[src/logic/mpes_pkg.sv]
// Purpose: Constants for the module power enable sequencer
// Assumes: 25 MHz clock
// Notes:   Times in microseconds, counts derived in cycles
package mpes_pkg;
	localparam int unsigned CLK_HZ          = 25000000;
	localparam int unsigned CYC_PER_US      = CLK_HZ / 1000000;
	// Least wait from I/O supply high to pins active and ready
	localparam int unsigned IO_SETTLE_US    = 2000;
	// Ready settling window after enable
	localparam int unsigned CTS_MIN_US      = 100000;
	localparam int unsigned CTS_MAX_US      = 500000;
	// Margin inside the window at which ready is given
	localparam int unsigned CTS_TARGET_US   = 150000;
	localparam int unsigned IO_SETTLE_CYC   = IO_SETTLE_US * CYC_PER_US + 1;
	localparam int unsigned CTS_TARGET_CYC  = CTS_TARGET_US * CYC_PER_US;
	localparam int unsigned CNT_W           = 23;
	// Service mode serial setting
	localparam int unsigned SVC_BAUD        = 38400;
	localparam logic [3:0]  SVC_DATA_BITS   = 4'h8;
	localparam logic [1:0]  SVC_PARITY_NONE = 2'h0;
	localparam logic [1:0]  SVC_STOP_BITS   = 2'h1;
	localparam logic [17:0] SVC_BAUD_W      = 18'h09600;
endpackage

[src/logic/mpes_top.sv]
// Purpose: Device side enable and readiness sequencing of the module
// Assumes: Host keeps supply ordering; pins pass two flip-flops
// Notes:   Counts are parameters so simulation may shorten them
`timescale 1ns/1ps

// How it works
// - Ready goes active between 100 and 500 ms after enable rises.
// - Ready only after I/O supply has been high over 2 ms.
// - General pins active only after I/O supply high over 2 ms.
// - General pins active no later than ready.
// - Clear to send is an active low output.
// - Receive data line to host is an active low output.
// - Spare output has no function; held low.
// - Service low forces 38400 8N1 without touching stored settings.
module mpes_top #(
	parameter int unsigned IO_SETTLE_CYC  = mpes_pkg::IO_SETTLE_CYC,
	parameter int unsigned CTS_TARGET_CYC = mpes_pkg::CTS_TARGET_CYC
) (
	input  wire logic        CLK,
	input  wire logic        RST,
	input  wire logic        MODULE_ENABLE,
	input  wire logic        IO_SUPPLY_OK,
	input  wire logic        REQUEST_TO_SEND_IN_N,
	input  wire logic        HOST_TX_LINE_N,
	input  wire logic        SERVICE_N,
	input  wire logic        CORE_RX_DATA,
	input  wire logic        CORE_CTS_WANT,
	input  wire logic [17:0] STORED_BAUD,
	input  wire logic [3:0]  STORED_DATA_BITS,
	input  wire logic [1:0]  STORED_PARITY,
	input  wire logic [1:0]  STORED_STOP_BITS,
	output logic             CLEAR_TO_SEND_OUT_N,
	output logic             MODULE_RX_LINE_N,
	output logic             SPARE_OUTPUT_PIN,
	output logic             GP_PINS_ACTIVE,
	output logic             CORE_RTS,
	output logic             CORE_TX_DATA,
	output logic             SERVICE_MODE,
	output logic [17:0]      PORT_BAUD,
	output logic [3:0]       PORT_DATA_BITS,
	output logic [1:0]       PORT_PARITY,
	output logic [1:0]       PORT_STOP_BITS
);

	////////////////////////////////////////////////////////////////////
	// Pin synchronisers; pulled-up inputs reset to their idle high level
	logic [1:0] ena_s_q;
	logic [1:0] io_s_q;
	logic [1:0] rts_s_q;
	logic [1:0] tx_s_q;
	logic [1:0] svc_s_q;

	always_ff @(posedge CLK or posedge RST) begin
		if (RST) begin
			ena_s_q <= 2'h0;
			io_s_q  <= 2'h0;
			rts_s_q <= 2'h3;
			tx_s_q  <= 2'h3;
			svc_s_q <= 2'h3;
		end else begin
			ena_s_q <= {ena_s_q[0], MODULE_ENABLE};
			io_s_q  <= {io_s_q[0], IO_SUPPLY_OK};
			rts_s_q <= {rts_s_q[0], REQUEST_TO_SEND_IN_N};
			tx_s_q  <= {tx_s_q[0], HOST_TX_LINE_N};
			svc_s_q <= {svc_s_q[0], SERVICE_N};
		end
	end

	logic ena;
	logic io_ok;
	assign ena   = ena_s_q[1];
	assign io_ok = io_s_q[1];

	////////////////////////////////////////////////////////////////////
	// Settling counters
	logic [mpes_pkg::CNT_W-1:0] ena_cnt_q;
	logic [mpes_pkg::CNT_W-1:0] io_cnt_q;
	logic                       ena_done;
	logic                       io_done;

	assign ena_done = (ena_cnt_q == mpes_pkg::CNT_W'(CTS_TARGET_CYC));
	assign io_done  = (io_cnt_q == mpes_pkg::CNT_W'(IO_SETTLE_CYC));

	// Counters hold at target, so done stays up while the inputs stay high
	// Time since enable rose; cleared whenever enable is low
	always_ff @(posedge CLK or posedge RST) begin
		if (RST) begin
			ena_cnt_q <= '0;
		end else if (!ena) begin
			ena_cnt_q <= '0;
		end else if (!ena_done) begin
			ena_cnt_q <= ena_cnt_q + 1'b1;
		end
	end

	// Time since I/O supply rose while enabled
	always_ff @(posedge CLK or posedge RST) begin
		if (RST) begin
			io_cnt_q <= '0;
		end else if (!io_ok || !ena) begin
			io_cnt_q <= '0;
		end else if (!io_done) begin
			io_cnt_q <= io_cnt_q + 1'b1;
		end
	end

	////////////////////////////////////////////////////////////////////
	// Sequencer
	// Losing enable drops straight back to off; losing I/O supply does so only from the pins and ready states
	typedef enum logic [1:0] {
		ST_OFF   = 2'b00,
		ST_WAIT  = 2'b01,
		ST_GPIO  = 2'b10,
		ST_READY = 2'b11
	} mpes_state_t;

	mpes_state_t state_q;

	always_ff @(posedge CLK or posedge RST) begin
		if (RST) begin
			state_q <= ST_OFF;
		end else begin
			case (state_q)
				ST_OFF:
					if (ena) begin
						state_q <= ST_WAIT;
					end
				ST_WAIT:
					if (!ena) begin
						state_q <= ST_OFF;
					end else if (io_done) begin
						state_q <= ST_GPIO;
					end
				ST_GPIO:
					if (!ena || !io_ok) begin
						state_q <= ST_OFF;
					end else if (ena_done) begin
						state_q <= ST_READY;
					end
				ST_READY:
					if (!ena || !io_ok) begin
						state_q <= ST_OFF;
					end
				default: state_q <= ST_OFF;
			endcase
		end
	end

	////////////////////////////////////////////////////////////////////
	// Pin outputs
	// Pins follow the state one edge later, so they always lead ready
	always_ff @(posedge CLK or posedge RST) begin
		if (RST) begin
			GP_PINS_ACTIVE <= 1'b0;
		end else begin
			GP_PINS_ACTIVE <= (state_q == ST_GPIO) ||
				(state_q == ST_READY);
		end
	end

	// Ready shows only in the ready state and only while the core wants it
	always_ff @(posedge CLK or posedge RST) begin
		if (RST) begin
			CLEAR_TO_SEND_OUT_N <= 1'b1;
		end else begin
			CLEAR_TO_SEND_OUT_N <= !((state_q == ST_READY) &&
				CORE_CTS_WANT);
		end
	end

	// Receive line idles high until ready, so the host sees no start bit
	always_ff @(posedge CLK or posedge RST) begin
		if (RST) begin
			MODULE_RX_LINE_N <= 1'b1;
		end else begin
			MODULE_RX_LINE_N <= (state_q == ST_READY) ?
				!CORE_RX_DATA : 1'b1;
		end
	end

	// Host lines are ignored until ready; a released line reads idle
	always_ff @(posedge CLK or posedge RST) begin
		if (RST) begin
			CORE_RTS     <= 1'b0;
			CORE_TX_DATA <= 1'b0;
		end else begin
			CORE_RTS     <= (state_q == ST_READY) && !rts_s_q[1];
			CORE_TX_DATA <= (state_q == ST_READY) && !tx_s_q[1];
		end
	end

	assign SPARE_OUTPUT_PIN = 1'b0;

	////////////////////////////////////////////////////////////////////
	// Service mode overrides the port setting, stored values untouched
	always_ff @(posedge CLK or posedge RST) begin
		if (RST) begin
			SERVICE_MODE   <= 1'b0;
			PORT_BAUD      <= '0;
			PORT_DATA_BITS <= '0;
			PORT_PARITY    <= '0;
			PORT_STOP_BITS <= '0;
		end else if (!svc_s_q[1]) begin
			SERVICE_MODE   <= 1'b1;
			PORT_BAUD      <= mpes_pkg::SVC_BAUD_W;
			PORT_DATA_BITS <= mpes_pkg::SVC_DATA_BITS;
			PORT_PARITY    <= mpes_pkg::SVC_PARITY_NONE;
			PORT_STOP_BITS <= mpes_pkg::SVC_STOP_BITS;
		end else begin
			SERVICE_MODE   <= 1'b0;
			PORT_BAUD      <= STORED_BAUD;
			PORT_DATA_BITS <= STORED_DATA_BITS;
			PORT_PARITY    <= STORED_PARITY;
			PORT_STOP_BITS <= STORED_STOP_BITS;
		end
	end

endmodule

[config.mk]
export PLATFORM = sky130hd
export DESIGN_NAME = mpes_top
export DESIGN_NICKNAME = d
export VERILOG_FILES = /design/src/logic/mpes_pkg.sv /design/src/logic/mpes_top.sv
export SDC_FILE = /design/constraint.sdc
export NUM_CORES = 1
export LEC_CHECK = 0
export BUFFER_PORTS_ARGS = -buffer_cell sky130_fd_sc_hd__buf_2
export CORE_MARGIN = 4
export CORE_UTILIZATION = 58
export CTS_BUF_LIST = sky130_fd_sc_hd__clkbuf_4
export CTS_CLUSTER_DIAMETER = 120
export DETAILED_ROUTE_END_ITERATION = 8
export PLACE_DENSITY = 0.86
export SLEW_MARGIN = 15
export SYNTH_ARGS = -nofsm -noshare
export SYNTH_HDL_FRONTEND = slang
export SYNTH_SLANG_ARGS = --single-unit
[constraint.sdc]
create_clock -name CLK -period 3.25 [get_ports CLK]
set_input_delay 0.325 -clock CLK [delete_from_list [all_inputs] [get_ports CLK]]
set_output_delay 0.325 -clock CLK [all_outputs]
set_load 0.005 [all_outputs]
==> results of run 1 <==
-- cell usage after synthesis (2+ instances only) --
master	n	area, um2
sky130_fd_sc_hd__o21ai_0	8	40.0
sky130_fd_sc_hd__or3_1	7	43.8
sky130_fd_sc_hd__xor2_1	9	78.8
sky130_fd_sc_hd__buf_2	2	10.0
sky130_fd_sc_hd__o211ai_1	5	37.5
sky130_fd_sc_hd__nand4_1	11	68.8
sky130_fd_sc_hd__nor4_1	8	50.1
sky130_fd_sc_hd__buf_4	2	15.0
sky130_fd_sc_hd__and3_1	3	18.8
sky130_fd_sc_hd__a21oi_1	13	65.1
sky130_fd_sc_hd__nand2b_1	11	68.8
sky130_fd_sc_hd__or4_1	7	52.6
sky130_fd_sc_hd__nor4b_1	4	35.0
sky130_fd_sc_hd__ha_1	4	50.1
sky130_fd_sc_hd__dfrtp_1	82	2050
sky130_fd_sc_hd__clkbuf_1	8	30.0
sky130_fd_sc_hd__nand2_1	27	101
sky130_fd_sc_hd__dfstp_2	8	210
sky130_fd_sc_hd__inv_1	12	45.0
sky130_fd_sc_hd__o41ai_1	4	35.0
sky130_fd_sc_hd__mux2i_1	3	30.0
sky130_fd_sc_hd__o311ai_1	2	17.5
sky130_fd_sc_hd__a31o_2	4	35.0
sky130_fd_sc_hd__xnor2_1	11	96.3
sky130_fd_sc_hd__nand3_1	15	75.1
sky130_fd_sc_hd__nor3_1	9	45.0
sky130_fd_sc_hd__and2_1	21	131
sky130_fd_sc_hd__nor2_1	30	113
sky130_fd_sc_hd__and4_1	4	35.0
-- final cells by class --
cell class              count  share of cell area
repair buffers             75              0.0926
well taps                  77              0.0216
flip-flops and latches     90               0.508
clock buffers               9              0.0152
inverters                  13              0.0112
multi-input cells         238               0.335
clock inverters             7              0.0168
-- state kept, by name, summed over array words and instances, names as in the netlist --
signal / count
PORT_BAUD: 18
CORE_TX_DATA: 1
MODULE_RX_LINE_N: 1
rts_s_q: 2
ena_cnt_q: 23
tx_s_q: 2
CORE_RTS: 1
GP_PINS_ACTIVE: 1
PORT_PARITY: 2
state_q: 2
PORT_STOP_BITS: 2
io_cnt_q: 23
SERVICE_MODE: 1
svc_s_q: 2
CLEAR_TO_SEND_OUT_N: 1
PORT_DATA_BITS: 4
io_s_q: 2
ena_s_q: 2
-- cell families (layout without fill, tap and decap cells) --
| logic type | Yosys count | after routing | share of synthesized area |
|---|---|---|---|
| other | 1 | 1 | 0.000971 |
| AOI/OAI and AO/OA | 44 | 44 | 0.0765 |
| xor gates and xnor gates | 20 | 20 | 0.0454 |
| DFF | 90 | 90 | 0.586 |
| adders and majority gates | 4 | 4 | 0.0130 |
| and+or+nand+nor | 166 | 166 | 0.243 |
| buffers and inverters | 26 | 104 | 0.0279 |
| muxes | 3 | 3 | 0.00777 |
-- metal layers --
layer	GRT usage	up-vias	wire [um]
met2	0.364	142	4130
met4	0.0812	0	163
li1	-	1388	-
met1	0.326	1449	3580
met3	0.0675	20	726
met5	0	-	0
-- worst max-delay path, cell delays in order, from the launching register on --
cell and delay [ps]:
sky130_fd_sc_hd__dfrtp_1 450, sky130_fd_sc_hd__nand4_1 430, sky130_fd_sc_hd__or4_1 710, sky130_fd_sc_hd__or3_1 360, sky130_fd_sc_hd__a21oi_1 160
-- power groups by stage --
stage	Combinational, mW	Sequential (mW)	Clock, mW
2_1_floorplan	0.0579	1.19	0
3_3_place_gp	0.107	1.19	0
3_5_place_dp	0.110	1.19	0
4_1_cts	0.117	1.17	0.647
5_1_grt	0.135	1.18	0.712
6_report	0.119	1.17	0.652
-- stage by stage --
| stage | instances | cell area [um2] | util |
|---|---|---|---|
| 6_report | 509 | 4460 | 0.694 |
| 2_1_floorplan | 354 | 3860 | - |
| 5_1_grt | 509 | 4460 | 0.694 |
| 3_3_place_gp | 487 | 4250 | 0.662 |
| 4_1_cts | 509 | 4460 | 0.694 |
| 3_5_place_dp | 487 | 4250 | 0.662 |
-- repair_timing --
item                      CTS  global route
hold endpoints to repair   41             0
hold buffers                6             0
buffers inserted            0             0
-- worst max path at each step --
stage	from	end	slack, ps
3_3_place_gp	io_cnt_q[4]	io_cnt_q[21]	1220
5_1_grt	io_cnt_q[4]	io_cnt_q[19]	880
3_5_place_dp	io_cnt_q[4]	io_cnt_q[19]	1090
2_1_floorplan	RST	CORE_RTS	600
6_report	io_cnt_q[4]	io_cnt_q[19]	1040
4_1_cts	io_cnt_q[4]	io_cnt_q[19]	1050
==> flow_metrics.py, run 1 <==
metrics = {
    "yosys": {
        "ys_seq_elements": 90,
        "syn-num-nets": 393,
        "syn-instance-count": 354,
        "synth.yosys.warnings": 0,
        "synth_area_per_cell_um2": 10.9,
        "syn_area_mm2": 0.00386,
        "dominantRegCellSynth": "sky130_fd_sc_hd__dfrtp_1",
        "synth_enable_flop_cells": 0,
        "synth_seq_area_share": 0.586,
        "async_reset_ff_frac": 1.00,
        "ys_types": 49,
    },
    "route": {
        "initialDrtViolationCount": 269,
        "drt_wl_total_um": 8600,
        "drcViolationCount": 0,
        "drt_pass1_iterations": 5,
        "antenna_violating_nets_post_route": 0,
        "detail_route.vias_per_cell": 5.89,
        "vias": 2999,
        "routed_wire_length_per_instance_um": 16.9,
    },
    "placement": {
        "place_hpwl_um": 5320,
        "place.gp.congestion": 0.835,
        "io_buffers": 66,
        "place_ws_ps": 1090,
    },
    "pwr": {
        "share_comb_of_total_power": 0.061,
        "p_per_area_mw_per_mm2": 436,
        "clock_power_share": 0.335,
        "leakage_nw": 2.01,
        "design_power_total_mw": 1.94,
        "swShare": 0.257,
        "ir_worst_vdd_mv": 0.513,
        "p_seq_frac": 0.603,
        "internal_power_component_mw": 1.45,
        "switchingPower_uw": 500,
    },
    "timing": {
        "worst_clock_skew_ps": 24.5,
        "final_critical_path_setup_slack_ps": 1040,
        "fin_crit_ps": 2210,
        "timing.fmax_mhz": 452,
        "drv_slew": 0,
        "total_setup_violations_reported_at_the_end_of_the_flow": 0,
        "setup_repair_after_global_routing_missed_its_margin": "false",
        "slew_headroom": 0.460,
        "layout_worst_path_cycle_share": 0.681,
        "fin_setup_tns_ps": 0,
        "least_margin_pin_slew_ps": 809,
        "finalHoldViolations": 0,
        "final.hold.worst_slack_ps": 33.0,
    },
    "final_layout": {
        "syn2layout_area_growth_pct": 15.4,
        "layout_commonest_cell": "sky130_fd_sc_hd__dfrtp_1",
        "most-common-layout-cells": "82 x sky130_fd_sc_hd__dfrtp_1, 66 x sky130_fd_sc_hd__buf_2, 30 x sky130_fd_sc_hd__nor2_1, 27 x sky130_fd_sc_hd__nand2_1, 21 x sky130_fd_sc_hd__and2_1",
        "antenna_cells_inserted": 0,
        "multi_input_area_mm2": 0.00149,
        "drive_gt1_frac": 0.238,
        "seq_area_mm2": 0.00226,
        "nFillCells": 425,
        "final_net_count": 466,
    },
    "setup_path": {
        "timing.critical_path.required_ps": 3580,
        "timing.rr.end": "io_cnt_q[19]",
        "crit_type": "reg2reg",
        "critical_path_arrival_ps": 2550,
        "crit_path_start_kind": "register",
        "worst-r2r-cell-count": 4,
        "critical_path_peak_fanout": 12,
        "regToRegStartpoint": "io_cnt_q[4]",
        "rrSetupSlack_ps": 1040,
        "worstSetupEndpointType": "register",
    },
    "status": {
        "status": "finished, final reports clean",
    },
    "clocking": {
        "clockBufferDepth": 2,
        "h-tree-depth": 3,
        "clk_pin_slew_worst_paths_ps": 150,
        "tritoncts_clock_tree": "yes",
        "tritoncts.num_buffers": 9,
        "ctsRootBufferMaster": "sky130_fd_sc_hd__clkbuf_4",
        "tritoncts_num_sinks": 90,
        "worstSkewPairLatency_ps": 440,
        "cts_resized": 0,
    },
    "floorplan": {
        "die_footprint_mm2": 0.00803,
        "initial_core_util": 0.601,
        "chipHeight_um": 89.6,
        "chipWidth_um": 89.6,
        "core_area_mm2": 0.00642,
        "design.portCount": 68,
        "placement_rows": 29,
    },
    "worst_hold_path": {
        "holdPathStages": 2,
        "worstHoldEndpoint": "MODULE_RX_LINE_N",
        "min_path_type": "in2reg",
        "holdCritStartpoint": "CORE_RX_DATA",
    },
    "grt": {
        "globalRouteOverflowTotal": 0,
        "grt_pass1_wl_um": 14300,
        "grt.total_usage": 0.237,
        "antenna_found_initial": 0,
        "first_global_vias": 2941,
        "largest_net_degree_at_the_start_of_global_routing": 39,
    },
    "run": {
        "max_cap_violations": 0,
    },
}
(Power assumes the default switching activity.)
==> run 2: changes to the inputs <==
--- a/config.mk
+++ b/config.mk
@@ -5,13 +5,14 @@
 export SDC_FILE = /design/constraint.sdc
 export NUM_CORES = 1
 export LEC_CHECK = 0
+export ABC_AREA = 1
 export BUFFER_PORTS_ARGS = -buffer_cell sky130_fd_sc_hd__buf_2
 export CORE_MARGIN = 4
-export CORE_UTILIZATION = 58
+export CORE_UTILIZATION = 52
 export CTS_BUF_LIST = sky130_fd_sc_hd__clkbuf_4
 export CTS_CLUSTER_DIAMETER = 120
 export DETAILED_ROUTE_END_ITERATION = 8
-export PLACE_DENSITY = 0.86
+export PLACE_DENSITY = 0.82
 export SLEW_MARGIN = 15
 export SYNTH_ARGS = -nofsm -noshare
 export SYNTH_HDL_FRONTEND = slang
==> constraint.sdc (replaced) <==
create_clock -name CLK -period 2 [get_ports CLK]
set_input_delay 0.2 -clock CLK [delete_from_list [all_inputs] [get_ports CLK]]
set_output_delay 0.2 -clock CLK [all_outputs]
set_load 0.005 [all_outputs]
==> flow_metrics.py, run 2 <==
metrics = {
    "final_layout": {
        "syn2layout_area_growth_pct": 23.3,
        "most-common-layout-cells": "109 x sky130_fd_sc_hd__nand2_1, 82 x sky130_fd_sc_hd__dfrtp_1, 69 x sky130_fd_sc_hd__inv_1, 66 x sky130_fd_sc_hd__buf_2, 64 x sky130_fd_sc_hd__nor2_1",
        "drive_gt1_frac": 0.203,
        "multi_input_area_mm2": 0.00144,
        "nFillCells": 561,
        "largest_registers": "ena_cnt_q x23, io_cnt_q x23, PORT_BAUD x18",
        "seq_area_mm2": 0.00226,
        "layout_commonest_cell": "sky130_fd_sc_hd__nand2_1",
        "final_net_count": 619,
        "antenna_cells_inserted": 0,
    },
    "route": {
        "met2_wirelength_um": 4120,
        "detail_route.vias_per_cell": 4.99,
        "drt_pass1_iterations": 5,
        "vias": 3414,
        "met3_wl_um": 713,
        "antenna_violating_nets_post_route": 0,
        "drcViolationCount": 0,
        "drt_wl_total_um": 8760,
        "routed_wire_length_per_instance_um": 12.8,
        "topRoutingLayerUsed": "met4",
        "initialDrtViolationCount": 188,
        "routedLengthMet1_um": 3810,
    },
    "floorplan": {
        "chipHeight_um": 95.9,
        "chipWidth_um": 95.9,
        "initial_core_util": 0.545,
        "design.portCount": 68,
        "core_area_mm2": 0.00737,
        "die_footprint_mm2": 0.00920,
        "placement_rows": 31,
    },
    "pwr": {
        "leakage_nw": 2.47,
        "design_power_total_mw": 3.25,
        "ir_worst_vdd_mv": 0.412,
        "p_seq_frac": 0.604,
        "share_comb_of_total_power": 0.115,
        "p_per_area_mw_per_mm2": 657,
        "switchingPower_uw": 882,
        "swShare": 0.271,
        "clock_power_share": 0.281,
        "internal_power_component_mw": 2.37,
    },
    "yosys": {
        "synthMuxAreaShare": 0,
        "syn-num-nets": 511,
        "yosys.area_share.simple": 0.266,
        "synth.yosys.warnings": 0,
        "synth_top_family_by_area": "simple AND/OR/NAND/NOR gates",
        "adder_cell_share_of_the_synthesized_area": 0.0125,
        "async_reset_ff_frac": 1.00,
        "synth_area_per_cell_um2": 8.51,
        "synthXorXnorAreaFrac": 0.00872,
        "synth_compound_area_frac": 0.0713,
        "synth_seq_area_share": 0.563,
        "ys_seq_elements": 90,
        "synth.area.top_cells": "sky130_fd_sc_hd__dfrtp_1 51%, sky130_fd_sc_hd__nand2_1 10%, sky130_fd_sc_hd__inv_1 6.5%",
        "yosys.area.top_type": "sky130_fd_sc_hd__dfrtp_1",
        "yosys.area.top_type_share": 0.511,
        "syn-instance-count": 472,
        "synth_enable_flop_cells": 0,
        "syn_area_mm2": 0.00402,
        "dominantRegCellSynth": "sky130_fd_sc_hd__dfrtp_1",
        "post-synth-top-count-cell": "sky130_fd_sc_hd__nand2_1",
        "synth.cells.most_frequent": "109 x sky130_fd_sc_hd__nand2_1, 82 x sky130_fd_sc_hd__dfrtp_1, 70 x sky130_fd_sc_hd__inv_1",
        "ys_types": 32,
    },
    "clocking": {
        "post-cts-setup-buffer-count": 0,
        "clockBufferDepth": 2,
        "worstSkewPairLatency_ps": 410,
        "clk_pin_slew_worst_paths_ps": 140,
        "tritoncts_num_sinks": 90,
        "tritoncts.num_buffers": 9,
        "tritoncts_clock_tree": "yes",
        "ctsRootBufferMaster": "sky130_fd_sc_hd__clkbuf_4",
        "cts_resized": 0,
        "h-tree-depth": 3,
    },
    "run": {
        "max_cap_violations": 0,
    },
    "grt": {
        "grt.total_usage": 0.213,
        "largest_net_degree_at_the_start_of_global_routing": 34,
        "grt_pass1_wl_um": 15300,
        "antenna_found_initial": 0,
        "first_global_vias": 3313,
        "globalRouteOverflowTotal": 0,
    },
    "timing": {
        "layout_worst_path_cycle_share": 0.797,
        "total_setup_violations_reported_at_the_end_of_the_flow": 0,
        "fin_setup_tns_ps": 0,
        "timing.fmax_mhz": 628,
        "slew_headroom": 0.536,
        "finalHoldViolations": 0,
        "fin_crit_ps": 1590,
        "drv_slew": 0,
        "worst_clock_skew_ps": 10.4,
        "final.hold.worst_slack_ps": 367,
        "setup_repair_after_global_routing_missed_its_margin": "false",
        "least_margin_pin_slew_ps": 694,
    },
    "setup_path": {
        "cell_seen_most_often_among_critical_path_stages": "sky130_fd_sc_hd__nor2_1",
        "critical_path_buf_inv_count": 0,
        "critical_path_arrival_ps": 1910,
        "crit_path_start_kind": "register",
        "timing.critical_path.required_ps": 2320,
        "crit_type": "reg2reg",
        "worst_path_dominant_cell_family": "simple AND/OR/NAND/NOR gates",
        "critical_path.slowest_cell": "sky130_fd_sc_hd__dfrtp_1",
        "cp_cell_sequence": "ha_1 > nand3_2 > nor2_1 > nand2_1 > nor2_4 > nand3_1 > o21ai_1 > nor2_1",
        "worstSetupEndpointType": "register",
        "crit_path_max_incr_delay_ps": 440,
        "critical_path_peak_fanout": 8,
    },
    "placement": {
        "io_buffers": 66,
        "place.gp.congestion": 0.878,
        "place_hpwl_um": 5910,
    },
    "worst_hold_path": {
        "min_path_type": "reg2reg",
    },
    "status": {
        "status": "finished, final reports clean",
    },
}
run 2: cell types whose count changed after synthesis, sizes merged, moves of 11 or more:
cell,change
o21ai,+12
a21oi,+16
inv,+60
nor2,+40
nand2b,-11
and2,-21
nand2,+85
run 2: path summary, 6_finish.rpt:
| check | startpoint | end | slack (ps) | cells past startpoint |
|---|---|---|---|---|
| hold / removal | svc_s_q[0] | svc_s_q[1] | 370 | 0 |
| setup / recovery | ena_cnt_q[0] | ena_cnt_q[20] | 410 | 8 |
| min in group asynchronous | RST | ena_cnt_q[6] | 440 | 3 |
| max in group asynchronous | RST | MODULE_RX_LINE_N | 900 | 4 |
| setup reg to reg | ena_cnt_q[0] | ena_cnt_q[20] | 410 | 8 |
| hold reg to reg | svc_s_q[0] | svc_s_q[1] | 370 | 0 |
run 2: cells by family (layout without fill, tap and decap cells):
logic type | Yosys count | in the layout
compound gates | 55 | 55
xor+xnor | 4 | 4
fa+ha+maj | 4 | 4
buf+inv | 81 | 194
flops | 90 | 90
other cells | 1 | 1
simple gates | 237 | 237
run 2: worst register-to-register path, cell delays in order, from the launching register on:
cell and delay [ps]:
sky130_fd_sc_hd__dfrtp_1 440, sky130_fd_sc_hd__ha_1 240, sky130_fd_sc_hd__nand3_2 140, sky130_fd_sc_hd__nor2_1 110
sky130_fd_sc_hd__nand2_1 100, sky130_fd_sc_hd__nor2_4 190, sky130_fd_sc_hd__nand3_1 100, sky130_fd_sc_hd__o21ai_1 130
sky130_fd_sc_hd__nor2_1 50
run 2: layout make-up:
class                           instances  area share
Inverter                               73      0.0561
Clock buffer                           10      0.0152
Tap cell                               99      0.0250
Sequential cell                        90       0.457
Clock inverter                          6      0.0101
Timing Repair Buffer                  105       0.145
Multi-Input combinational cell        301       0.291
run 2: through the flow:
stage	cells	instance area, um2	setup slack, ps	utilization
3_5_place_dp	634	4490	431	0.609
6_report	684	4950	406	0.672
2_1_floorplan	472	4020	595	-
4_1_cts	684	4950	423	0.672
3_3_place_gp	634	4490	507	0.609
5_1_grt	684	4950	188	0.672
run 2: power by group through the flow:
stage                     clock network, mW  registers [mW]  logic (mW)
final                                 0.914            1.97       0.373
after global routing                   1.03            1.98       0.425
after CTS                             0.945            1.96       0.371
after detailed placement                  0            2.00       0.321
after global placement                    0            2.00       0.306
after floorplan                           0            1.99       0.188
run 2: routing by layer:
layer | vias to the layer above | global-route usage
li1 | 1694 | -
met4 | 0 | 0.0652
met1 | 1582 | 0.292
met5 | - | 0
met2 | 127 | 0.333
met3 | 11 | 0.0563
run 2: timing repair:
| action | in CTS | in global routing |
|---|---|---|
| setup endpoints to repair | 0 | 0 |
| endpoints found under the hold margin | 56 | 0 |
| hold buffers | 34 | 0 |
==> run 3: changes to the inputs <==
--- a/config.mk
+++ b/config.mk
@@ -8,11 +8,11 @@
 export ABC_AREA = 1
 export BUFFER_PORTS_ARGS = -buffer_cell sky130_fd_sc_hd__buf_2
 export CORE_MARGIN = 4
-export CORE_UTILIZATION = 52
+export CORE_UTILIZATION = 58
 export CTS_BUF_LIST = sky130_fd_sc_hd__clkbuf_4
 export CTS_CLUSTER_DIAMETER = 120
 export DETAILED_ROUTE_END_ITERATION = 8
-export PLACE_DENSITY = 0.82
+export PLACE_DENSITY = 0.86
 export SLEW_MARGIN = 15
 export SYNTH_ARGS = -nofsm -noshare
 export SYNTH_HDL_FRONTEND = slang
==> constraint.sdc (replaced) <==
create_clock -name CLK -period 1.52 [get_ports CLK]
set_input_delay 0.152 -clock CLK [delete_from_list [all_inputs] [get_ports CLK]]
set_output_delay 0.152 -clock CLK [all_outputs]
set_load 0.005 [all_outputs]
==> flow_metrics.py, run 3 (synthesized netlist as in run 2, its figures left out) <==
metrics = {
    "final_layout": {
        "seq_area_mm2": 0.00227,
        "drive_gt1_frac": 0.295,
        "final_net_count": 640,
        "largest_registers": "ena_cnt_q x23, io_cnt_q x23, PORT_BAUD x18",
        "layout_commonest_cell": "sky130_fd_sc_hd__nand2_1",
        "finish.instance_area_mm2": 0.00529,
        "syn2layout_area_growth_pct": 31.5,
        "finalCoreUtilization": 0.782,
        "antenna_cells_inserted": 0,
        "nFillCells": 341,
        "multi_input_area_mm2": 0.00160,
        "most-common-layout-cells": "102 x sky130_fd_sc_hd__nand2_1, 77 x sky130_fd_sc_hd__dfrtp_1, 66 x sky130_fd_sc_hd__buf_2, 63 x sky130_fd_sc_hd__inv_1, 56 x sky130_fd_sc_hd__nor2_1",
    },
    "timing": {
        "layout_worst_path_cycle_share": 1.13,
        "timing.fmax_mhz": 584,
        "slew_headroom": 0.657,
        "fin_crit_ps": 1710,
        "final_critical_path_setup_slack_ps": -191,
        "setup_repair_after_global_routing_missed_its_margin": "true",
        "total_setup_violations_reported_at_the_end_of_the_flow": 24,
        "finalHoldViolations": 0,
        "worst_clock_skew_ps": 41.2,
        "drv_slew": 0,
        "least_margin_pin_slew_ps": 510,
    },
    "grt": {
        "grt.total_usage": 0.285,
        "largest_net_degree_at_the_start_of_global_routing": 54,
        "globalRouteOverflowTotal": 0,
        "grt_pass1_wl_um": 18500,
        "first_global_vias": 3966,
        "antenna_found_initial": 0,
    },
    "status": {
        "status": "complete, but fails checks",
        "failing_checks": "setup timing",
    },
    "placement": {
        "area_after_dpl_mm2": 0.00451,
        "place_hpwl_um": 6340,
        "place.gp.congestion": 0.878,
        "io_buffers": 66,
    },
    "clocking": {
        "tritoncts.num_buffers": 9,
        "clockBufferDepth": 2,
        "ctsRootBufferMaster": "sky130_fd_sc_hd__clkbuf_4",
        "h-tree-depth": 3,
        "worstSkewPairLatency_ps": 470,
        "tritoncts_clock_tree": "yes",
        "clk_pin_slew_worst_paths_ps": 180,
        "tritoncts_num_sinks": 90,
    },
    "setup_path": {
        "critical_path.slowest_cell": "sky130_fd_sc_hd__dfrtp_1",
        "critical_path_peak_fanout": 4,
        "crit_type": "reg2reg",
        "cell_seen_most_often_among_critical_path_stages": "sky130_fd_sc_hd__inv_2",
        "cp_cell_sequence": "inv_2 > ha_4 > inv_2 > nor2_2 > nand2_1 > nor2_1 > nand3_2 > buf_6 > o31ai_4",
        "crit_path_max_incr_delay_ps": 470,
        "critical_path_arrival_ps": 2070,
        "critical_path_buf_inv_count": 3,
        "worst_path_dominant_cell_family": "flip-flops",
        "timing.critical_path.required_ps": 1880,
        "worstSetupEndpointType": "register",
        "crit_path_start_kind": "register",
    },
    "floorplan": {
        "placement_rows": 30,
        "design.portCount": 68,
        "chipHeight_um": 91.2,
        "chipWidth_um": 91.2,
        "initial_core_util": 0.595,
        "core_area_mm2": 0.00676,
        "die_footprint_mm2": 0.00832,
    },
    "pwr": {
        "leakage_nw": 2.61,
        "p_seq_frac": 0.559,
        "p_per_area_mw_per_mm2": 889,
        "clock_power_share": 0.302,
        "switchingPower_mw": 1.38,
        "ir_worst_vdd_mv": 0.867,
        "share_comb_of_total_power": 0.139,
        "swShare": 0.294,
        "internal_power_component_mw": 3.32,
    },
    "route": {
        "initialDrtViolationCount": 869,
        "drt_pass1_iterations": 7,
        "antenna_violating_nets_post_route": 0,
        "drt_wl_total_um": 14800,
        "drcViolationCount": 0,
        "vias": 4310,
        "detail_route.vias_per_cell": 6.28,
        "routed_wire_length_per_instance_um": 21.6,
    },
    "run": {
        "max_cap_violations": 0,
    },
    "worst_hold_path": {
        "min_path_type": "in2reg",
    },
}
run 3: stage by stage:
stage / hold WS [ps] / instances / setup slack, ps / TNS (ps) / power, mW
after floorplan: 156 / 472 / 115 / 0 / 2.87
final: 342 / 686 / -191 / -1660 / 4.70
after global placement: 257 / 621 / 66.5 / 0 / 3.04
after CTS: 321 / 672 / 2.15 / 0 / 4.45
after global routing: 322 / 686 / -303 / -4250 / 4.83
after detailed placement: 261 / 621 / -26.8 / -54.0 / 3.07
run 3: cell type report:
class,count,area share
Sequential cell,90,0.429
Clock buffer,10,0.0142
Multi-Input combinational cell,301,0.302
Inverter,73,0.0525
Tap cell,80,0.0189
Clock inverter,6,0.0128
Timing Repair Buffer,126,0.170
run 3: per-layer routing:
| metal | GRT usage | part of all wire | up-vias |
|---|---|---|---|
| met5 | 0 | 0 | - |
| met4 | 0.156 | 0.067 | 0 |
| met3 | 0.0754 | 0.14 | 122 |
| met2 | 0.476 | 0.45 | 465 |
| met1 | 0.334 | 0.34 | 1985 |
| li1 | - | - | 1738 |
run 3: power groups by stage:
stage | sequential (mW) | clock, mW | combinational [mW]
2_1_floorplan | 2.62 | 0 | 0.247
3_3_place_gp | 2.62 | 0 | 0.414
3_5_place_dp | 2.63 | 0 | 0.440
4_1_cts | 2.59 | 1.36 | 0.512
5_1_grt | 2.63 | 1.51 | 0.691
6_report | 2.63 | 1.42 | 0.651
run 3: timing repair:
item                                   in CTS  in global routing
setup endpoints to repair                   5                 29
hold buffers                               34                  0
cloned                                      0                  0
gates resized for setup                     2                 50
setup buffers                               1                 14
endpoints found under the hold margin     115                  0
pin swaps                                   0                 19
run 3: worst paths after layout:
kind | from | slack [ps] | cells past startpoint | to
min in group asynchronous | RST | 350 | 4 | io_s_q[0]
setup reg to reg | ena_cnt_q[0] | -190 | 9 | ena_cnt_q[1]
setup / recovery | ena_cnt_q[0] | -190 | 9 | ena_cnt_q[1]
max in group asynchronous | RST | 700 | 4 | ena_cnt_q[1]
hold / removal | MODULE_ENABLE | 340 | 2 | ena_s_q[0]
hold reg to reg | svc_s_q[0] | 370 | 0 | svc_s_q[1]
